## src/verilog/watchdog_pkg.sv

```systemverilog
// Package with the register map, field layout and types of the watchdog unit.
`default_nettype none
package watchdog_pkg;

  // ****************************************************************
  // Register offsets
  // ****************************************************************
  localparam logic [11:0] OFF_LOAD_VALUE = 12'h000;
  localparam logic [11:0] OFF_COUNT_NOW = 12'h004;
  localparam logic [11:0] OFF_CONTROL = 12'h008;

  // ****************************************************************
  // Control fields
  // ****************************************************************
  localparam int CTL_PRESCALE_LSB = 0;
  localparam int CTL_PRESCALE_MSB = 2;
  localparam int CTL_RUN_BIT = 3;
  localparam int CTL_RESET_EN_BIT = 4;

  // ****************************************************************
  // Reset values
  // ****************************************************************
  localparam logic [31:0] RST_LOAD_VALUE = 32'h0000_0000;
  localparam logic [31:0] RST_COUNT_NOW = 32'h0000_FFFF;
  localparam logic [31:0] RST_CONTROL = 32'h0000_0000;

  // ****************************************************************
  // Bus request carrier
  // ****************************************************************
  typedef struct packed {
    logic sel;
    logic enable;
    logic write;
    logic [11:0] addr;
    logic [31:0] wdata;
  } apb_req_t;

endpackage
`default_nettype wire

```

## src/verilog/watchdog_prescaler.sv

```systemverilog
// Prescaler that gives a one-cycle count enable at the selected division ratio.
`timescale 1ns/1ps
`default_nettype none
module watchdog_prescaler #(
  parameter int DIV_WIDTH = 8
) (
  // Clock and reset.
  input wire logic mclk_i,
  input wire logic rst_i,
  // Control.
  input wire logic run_i,
  input wire logic [2:0] select_i,
  // Tick out.
  output logic tick_o
);

  // Divide by 256 needs eight divider bits; fewer cannot serve code 7.
  if (DIV_WIDTH < 8) begin : g_width_check
    $error("watchdog_prescaler needs at least 8 divider bits");
  end

  logic [DIV_WIDTH-1:0] div_ff;
  logic [DIV_WIDTH-1:0] mask;

  // Ratio 1 for code 0, otherwise 2 to the power of code plus one.
  always_comb begin
    if (select_i == 3'h0) begin
      mask = '0;
    end else begin
      // The shift count is widened first so that code 7 does not wrap to zero.
      mask = DIV_WIDTH'((9'h001 << ({1'b0, select_i} + 4'h1)) - 9'h001);
    end
  end

  always_ff @(posedge mclk_i) begin
    if (rst_i || !run_i) begin
      div_ff <= '0;
    end else begin
      div_ff <= div_ff + DIV_WIDTH'(1);
    end
  end

  assign tick_o = run_i && ((div_ff & mask) == mask);

endmodule
`default_nettype wire

```

## src/verilog/apb_watchdog_reset_counter.sv

```systemverilog
// Watchdog unit: APB slave registers, down-counter and system reset request.
// Contract
// - Load, count and control registers are an APB slave with word access.
// - When enabled and after a load, the 32-bit counter decrements per prescaled tick until zero.
// - Reaching zero unrefreshed raises a system reset request.
// - Control bit 4 gates the reset output on timeout.
// - Control bit 3 starts and stops the counter.
// - Control field 2:0 selects divide by 1, 4, 8 up to 256.
// - Prescaler makes a count enable; the counter steps only on it.
// - Load register is a write-only 32-bit starting count.
// - Count register is read-only, live, and reads 0xFFFF after reset.
`timescale 1ns/1ps
`default_nettype none
module apb_watchdog_reset_counter (
  // Clock and reset.
  input wire logic mclk_i,
  input wire logic rst_i,
  // APB slave.
  input wire logic psel_i,
  input wire logic penable_i,
  input wire logic pwrite_i,
  input wire logic [11:0] paddr_i,
  input wire logic [31:0] pwdata_i,
  output logic [31:0] prdata_o,
  output logic pready_o,
  output logic pslverr_o,
  // System reset request.
  output logic system_reset_request_n_o
);

  // ****************************************************************
  // Bus decode
  // ****************************************************************
  watchdog_pkg::apb_req_t req;
  logic wr_access;
  logic rd_setup;
  logic wr_load;
  logic wr_control;

  assign req = '{sel: psel_i, enable: penable_i, write: pwrite_i,
                 addr: paddr_i, wdata: pwdata_i};
  // Writes take effect in the access phase; reads are prepared in setup.
  assign wr_access = req.sel && req.enable && req.write;
  assign rd_setup = req.sel && !req.enable && !req.write;
  assign wr_load = wr_access && (req.addr == watchdog_pkg::OFF_LOAD_VALUE);
  assign wr_control = wr_access && (req.addr == watchdog_pkg::OFF_CONTROL);

  // ****************************************************************
  // Registers
  // ****************************************************************
  logic [31:0] load_value_ff;
  logic [31:0] control_ff;
  logic [31:0] count_ff;
  logic loaded_ff;
  logic tick;
  logic run;
  logic reset_en;
  logic timeout;

  assign run = control_ff[watchdog_pkg::CTL_RUN_BIT];
  assign reset_en = control_ff[watchdog_pkg::CTL_RESET_EN_BIT];

  always_ff @(posedge mclk_i) begin
    if (rst_i) begin
      load_value_ff <= watchdog_pkg::RST_LOAD_VALUE;
    end else if (wr_load) begin
      load_value_ff <= req.wdata;
    end
  end

  always_ff @(posedge mclk_i) begin
    if (rst_i) begin
      control_ff <= watchdog_pkg::RST_CONTROL;
    end else if (wr_control) begin
      control_ff <= req.wdata;
    end
  end

  // ****************************************************************
  // Prescaler
  // ****************************************************************
  watchdog_prescaler #(
    .DIV_WIDTH(8)
  ) u_prescaler (
    .mclk_i(mclk_i),
    .rst_i(rst_i),
    .run_i(run),
    .select_i(control_ff[watchdog_pkg::CTL_PRESCALE_MSB:watchdog_pkg::CTL_PRESCALE_LSB]),
    .tick_o(tick)
  );

  // ****************************************************************
  // Counter
  // ****************************************************************
  // The counter only counts after a load, so the reset value of the
  // count register cannot fire a timeout before software has set it up.
  always_ff @(posedge mclk_i) begin
    if (rst_i) begin
      count_ff <= watchdog_pkg::RST_COUNT_NOW;
      loaded_ff <= 1'b0;
    end else if (wr_load) begin
      count_ff <= req.wdata;
      loaded_ff <= 1'b1;
    end else if (run && loaded_ff && tick && (count_ff != 32'h0000_0000)) begin
      count_ff <= count_ff - 32'h0000_0001;
    end
  end

  assign timeout = run && loaded_ff && (count_ff == 32'h0000_0000);

  // ****************************************************************
  // Reset request
  // ****************************************************************
  // Once raised it holds: only the system reset, which the request
  // itself causes, returns it high.
  always_ff @(posedge mclk_i) begin
    if (rst_i) begin
      system_reset_request_n_o <= 1'b1;
    end else if (timeout && reset_en) begin
      system_reset_request_n_o <= 1'b0;
    end
  end

  // ****************************************************************
  // Read data
  // ****************************************************************
  always_ff @(posedge mclk_i) begin
    if (rst_i) begin
      prdata_o <= 32'h0000_0000;
    end else if (rd_setup) begin
      case (req.addr)
        watchdog_pkg::OFF_COUNT_NOW: prdata_o <= count_ff;
        watchdog_pkg::OFF_CONTROL: prdata_o <= control_ff;
        default: prdata_o <= 32'h0000_0000;
      endcase
    end
  end

  always_ff @(posedge mclk_i) begin
    if (rst_i) begin
      pready_o <= 1'b1;
      pslverr_o <= 1'b0;
    end else begin
      pready_o <= 1'b1;
      pslverr_o <= 1'b0;
    end
  end

endmodule
`default_nettype wire

```

## config.mk

```make
export PLATFORM = sky130hd
export DESIGN_NAME = apb_watchdog_reset_counter
export DESIGN_NICKNAME = d
export VERILOG_FILES = /design/src/verilog/watchdog_pkg.sv /design/src/verilog/watchdog_prescaler.sv /design/src/verilog/apb_watchdog_reset_counter.sv
export SDC_FILE = /design/constraint.sdc
export NUM_CORES = 1
export LEC_CHECK = 0
export ABC_AREA = 1
export BUFFER_PORTS_ARGS = -buffer_cell sky130_fd_sc_hd__buf_4
export CORE_MARGIN = 2
export CORE_UTILIZATION = 58
export CTS_CLUSTER_DIAMETER = 50
export DETAILED_ROUTE_END_ITERATION = 12
export PLACE_DENSITY_LB_ADDON = 0.25
export SYNTH_ARGS = -nofsm -noshare
export SYNTH_HDL_FRONTEND = slang
export SYNTH_SLANG_ARGS = --single-unit
```

## constraint.sdc

```tcl
create_clock -name mclk_i -period 1.9 [get_ports mclk_i]
set_input_delay 0.57 -clock mclk_i [delete_from_list [all_inputs] [get_ports mclk_i]]
set_output_delay 0.57 -clock mclk_i [all_outputs]
set_load 0.1 [all_outputs]
```

### Yosys cells after proc, flatten, opt, wreduce, memory -nomap -nowiden

Cells that the tools add are included.

| cells by class | value |
|---|---|
| add/sub/neg operators | 4 |
| reductions and logical operators | 21 |
| muxes and demuxes | 4 |
| equal/unequal tests | 3 |
| bitwise operators | 1 |
| shift-type cells | 1 |

Operators by type and width:

| operator | number |
|---|---|
| 32-bit 2-to-1 mux | 2 |
| 32-bit case mux with 2 select lines | 1 |
| 32-bit zero test | 1 |
| 32-bit nonzero test | 1 |
| 32-bit by 1-bit subtractor with 32-bit output (second input constant) | 1 |
| 12-bit by 3-bit equality test with 1-bit output (second input constant) | 1 |
| 12-bit by 4-bit equality test with 1-bit output (second input constant) | 1 |
| 1-bit logical AND | 12 |
| 12-bit zero test | 1 |
| 8-bit by 1-bit adder with 8-bit output (second input constant) | 1 |
| 8-bit AND | 1 |
| 8-bit equality test | 1 |
| 8-bit 2-to-1 mux | 1 |
| 1-bit by 4-bit << shifter with 8-bit output (first input constant) | 1 |
| 8-bit by 1-bit subtractor with 8-bit output (second input constant) | 1 |
| 3-bit by 1-bit adder with 4-bit output (second input constant) | 1 |
| 1-bit zero test | 3 |
| 3-bit zero test | 1 |
| 2-bit nonzero test | 1 |
| 1-bit logical OR | 1 |

| word-level totals | value |
|---|---|
| bits of input ports | 49 |
| bits in registers | 106 |
| output and inout port bits | 35 |
| logic and storage cells | 40 |

### Longest topological paths before layout

| depth | value |
|---|---|
| depth after elaboration | 11 |
| gate-level depth with buffers | 14 |

### By module

Synthesis repeated with hierarchy kept, for this count alone.

| second synthesis, totals | value |
|---|---|
| cell total of the unflattened synthesis | 856 |
| area, all modules | 5,700.5 um2 |

Modules (own cells, without submodules):

| module | instances | area each (um2) | sequential area each (um2) | cells an instance |
|---|---|---|---|---|
| apb_watchdog_reset_counter | 1 | 5,236.3 | 1,961.9 | 782 |
| watchdog_prescaler | 1 | 464.2 | 160.2 | 74 |

### Least setup slack after synthesis

OpenSTA, ideal clock, no wires.

| path | value |
|---|---|
| kind | register to register |
| start | register control_ff[2] |
| end | register count_ff[25] |
| library setup time | 0.068 ns |
| arrival time | 1.696 ns |
| stages on the path, launching flop included | 15 |
| required time | 1.832 ns |
| buffers on the path | 1 |
| slack | 0.137 ns |
| path through | dfxtp_1 > inv_2 > nand3_1 > ha_1 > nor2_1 > nor2_1 > nand2_1 > nand2_1 > nand3_1 > nor2_1 > nand2_4 > nand2_4 > buf_6 > nand2_1 > a21oi_2 |

| on the way | value |
|---|---|
| word-level cells in the longest chain between the ends | 10 |

RTL lines:

| what | RTL line | RTL |
|---|---|---|
| start, declared | apb_watchdog_reset_counter.sv:52 | `logic [31:0] control_ff;` |
| start signal, assigned | apb_watchdog_reset_counter.sv:73 | `control_ff <= watchdog_pkg::RST_CONTROL;` |
| start signal, assigned | apb_watchdog_reset_counter.sv:75 | `control_ff <= req.wdata;` |
| 3-bit by 1-bit adder with 4-bit output | watchdog_prescaler.sv:31 | `mask = DIV_WIDTH'((9'h001 << ({1'b0, select_i} + 4'h1)) - 9'h001);` |
| 1-bit by 4-bit << shifter with 8-bit output | watchdog_prescaler.sv:31 |  |
| 8-bit by 1-bit subtractor with 8-bit output | watchdog_prescaler.sv:31 |  |
| 8-bit 2-to-1 mux * | watchdog_prescaler.sv:27 | `if (select_i == 3'h0) begin` |
| 8-bit AND | watchdog_prescaler.sv:43 | `assign tick_o = run_i && ((div_ff & mask) == mask);` |
| 8-bit equality test * | watchdog_prescaler.sv:43 |  |
| 1-bit logical AND * | watchdog_prescaler.sv:43 |  |
| 1-bit logical AND * (2 in a row) | apb_watchdog_reset_counter.sv:104 | `end else if (run && loaded_ff && tick && (count_ff != 32'h0000_0000)) begin` |
| 2-bit nonzero test (no source line) * | -- |  |
| end signal, assigned | apb_watchdog_reset_counter.sv:99 | `count_ff <= watchdog_pkg::RST_COUNT_NOW;` |
| end signal, assigned | apb_watchdog_reset_counter.sv:102 | `count_ff <= req.wdata;` |
| end signal, assigned | apb_watchdog_reset_counter.sv:105 | `count_ff <= count_ff - 32'h0000_0001;` |
| end, declared | apb_watchdog_reset_counter.sv:53 | `logic [31:0] count_ff;` |

Every way passes the cells marked *; elsewhere a longest branch is shown, timed or not.
A chain may end at the register's enable or synchronous reset.

### Worst setup path in the final report

| path | value |
|---|---|
| start | register control_ff[0] |
| end | register count_ff[12] |

Same word-level chain as after synthesis.

==> metrics.md <==
| Metric | Value |
|---|---|
| Layout Skew | about 17 ps |
| Most common cell after layout, fill and taps aside | nand2_1 |
| Drt wl/cell | between 15 and 20 um |
| Num Clock Sinks | ~110 |
| Largest area contributor in the netlist | dfxtp_1 |
| Startpoint Class | register |
| Clk_lat worst skew | about 400 ps |
| Vias in the first global route | ~5.6k |
| Antenna violations before repair | 0 |
| Die H | about 100 um |
| Synthesized area | 0.00571 sq mm |
| Core ar. | between 0.009 and 0.01 sq mm |
| GRT busiest layer | met2 |
| CTS Hold Bufs | 0 |
| Layout net count | 1018 |
| Die area | around 0.011 sq mm |
| Adder-Cell Fraction of Synth Area | 0.00657 |
| FF+latch count, synth | roughly 110 |
| Share of cells above drive strength 1 | 0.233 |
| Crit path arrival time | 2240 ps |
| R2R depth | 13 |
| Setup slack after layout | -55.2 ps |
| Power Density | ~620 mW/mm^2 |
| Vias per cell | roughly 5.5 |
| Fillers | just under 800 |
| Endpoints failing hold | 0 |
| Failing checks | setup timing |
| I/O Pins | 84 |
| Die W | a little over 100 um |
| WHS Endpoint | count_ff[11] |
| Switch share | 0.272 |
| Crit path largest cell delay | between 300 and 400 ps |
| CP Data Required Time | about 2200 ps |
| Global route overflow | 0 |
| Reg2Reg Setup Slack | -60 ps |
| Critical R2R Capture | count_ff[12] |
| Most area-consuming cells after synthesis | dfxtp_1 (37%), nand2_1 (12%), inv_1 (8.4%) |
| Met3 Use GR | 0.0470 |
| P_sw | around 1.2 mW |
| Synth warn | 0 |
| Gp weighted congestion | ~1 |
| Logic pwr share | 0.121 |
| Row Count | 36 |
| Pwr Total | between 4 and 5 mW |
| Clk pin slew, worst setup/hold paths | roughly 110 ps |
| CP delay by family, top | simple AND/OR/NAND/NOR gates |
| Routed via count | about 6.1k |
| CTS buffer count | 9 |
| Final WL | roughly 17 mm |
| Post-synthesis compound-gate area fraction | 0.207 |
| Syn-to-layout area delta | 27.0% |
| Starting Density | 0.590 |
| Most frequent CP cell | nor2_4 |
| TritonCTS clock tree | built |
| Finished Cell Area | 0.00725 sq mm |
| Max Slew Vio Count | 0 |
| Max-Cap Viols | 0 |
| Buffers on Ports | 81 |
| Count of cell types in the netlist | 35 |
| Hold path start | pwdata_i[11] |
| CP Capture Type | register |
| Post-synthesis mux area share | 0 |
| Drt first-iter violations | 355 |
| Total track usage | 0.328 |
| Syn_area_per_cell | ~6.6 sq um |
| Slowest stage cell on the critical path | dfxtp_2 |
| Internal power | between 3 and 4 mW |
| Post-synthesis cell count | ~860 |
| Crit path buf inv count | 2 |
| Clock group share of total power | 0.377 |
| Status | finished, violations left |
| Met2 usage | 0.547 |
| Post-Synth Simple-Gate Area | 0.277 |
| Xor and xnor area share after synthesis | 0.0184 |
| # setup viols final | 28 |
| Flop pwr share | 0.502 |
| ANT cells | 0 |
| Worst R2R Start | control_ff[0] |
| Most frequent cells in the layout | nand2_1 (160), inv_1 (125), buf_4 (123) |
| Peak Freq | around 510 MHz |
| First-pass GRT wire length | roughly 27 mm |
| Final core utilization | 0.749 |
| Top cell type's share of synthesized area | 0.372 |
| Crit Path Class | reg -> reg |
| Sequential fraction of the synthesis area | 0.372 |
| RSZ-0062 raised after global routing | yes |
| Final TNS setup | -781 ps |
| Pleak | 3.42 nW |
| Largest family of logic cells by synthesized area | simple AND/OR/NAND/NOR gates |
| Bufs on Longest Clock Path | 2 |
| Worst hold path depth | 3 |
| Root Buffer | clkbuf_8 |
| H-tree Lvls | 3 |
| Critical Path, Cell by Cell | inv_2 -> nand3_4 -> ha_4 -> nor2_4 -> nor2_2 -> nand2_1 -> nand2_1 -> nand4_1 -> nor2_4 -> nor2_4 -> clkbuf_16 -> nand2_2 -> nand4_1 |
| HPWL Detailed | between 10 and 15 mm |
| ANT nets after route | 0 |
| Crit path time final | roughly 2000 ps |
| Worst VDD drop | about 0.47 mV |
| Placement Cell Area | 0.00673 sq mm |
| Largest net degree at the start of global routing | 65 |
| Hold Crit Class | in -> reg |
| M1 GR Usage | 0.425 |
| Final period util | 1.03 |
| Remaining DRCs | 0 |
| Worst Path Max Fanout | 8 |
| First-pass detailed-route iteration total | 5 |
## metal layers
metal | part of all wire | up-vias
met5 | 0 | -
met4 | 0.028 | 0
met3 | 0.066 | 39
met2 | 0.48 | 275
met1 | 0.43 | 2801
li1 | - | 2990
## power by group through the flow
stage	clock, mW	sequential [mW]	combinational [mW]
6_report	1.70	2.27	0.547
5_1_grt	1.78	2.27	0.573
3_5_place_dp	0	2.32	0.539
3_3_place_gp	0	2.32	0.530
4_1_cts	1.70	2.27	0.540
2_1_floorplan	0	2.55	0.130
## area by class of cell
type	instances	area, sq um	area share
inverter	131	492	0.0678
clock inverter	6	115	0.0159
sequential	106	2120	0.293
timing repair buffer	134	1100	0.152
tap	133	166	0.0229
multi-input combinational	584	3130	0.431
clock buffer	10	128	0.0176
## repair_timing
action / 4_1_cts / 5_1_grt
buffers inserted: 0 / 3
endpoints found under the setup margin: 16 / 33
pin swaps: 0 / 17
resized for setup: 3 / 62
cloned: 0 / 1
## through the flow
stage	instances	setup WS, ps	hold WS, ps
after global routing	1104	-188	416
after floorplan	862	137	430
after detailed placement	1084	-42.9	443
after global placement	1084	-3.53	436
after CTS	1100	14.8	395
final	1104	-55.2	394
## cell families after synthesis
logic type               after synthesis
AND/OR/NAND/NOR                      361
XOR/XNOR                              12
adder cells (fa/ha/maj)                3
AO/OA/AOI/OAI                        205
other                                  2
flip-flops                           106
buffers and inverters                172
## tightest hold or removal path: cells and delay by family
kind / cells / cell delay (ps)
and+or+nand+nor: 2 / 110
buffers and inverters: 1 / 90
## how the worst max path moves through the flow
stage                        startpoint            to  slack [ps]  depth (start not counted)
after floorplan           control_ff[2]  count_ff[25]         140                         14
after global placement       paddr_i[9]   count_ff[1]          -4                         11
after detailed placement  control_ff[1]  count_ff[16]         -40                         13
after CTS                 control_ff[1]   count_ff[9]          10                         14
after global routing      control_ff[0]  count_ff[31]        -190                         14
final                     control_ff[0]  count_ff[12]         -60                         13
## sequential cells by signal, indices dropped and copies added, names as in the netlist
register / count
system_reset_request_n_o: 1
prdata_o: 32
loaded_ff: 1
control_ff: 32
u_prescaler.div_ff: 8
count_ff: 32
## Yosys cell counts, drive strengths merged
master and n:
o21ai 82, a211oi 1, o211ai 3, conb 2, dfxtp 106, clkbuf 33
nand2 192, buf 8, o22ai 32, nor3 5, a21oi 52, a21boi 1
a31oi 1, ha 3, o21bai 32, o31ai 1, nor2 96, inv 131
nand3 38, xor2 11, nand4 30, xnor2 1
No activity file was read; power rests on OpenSTA's default activity.
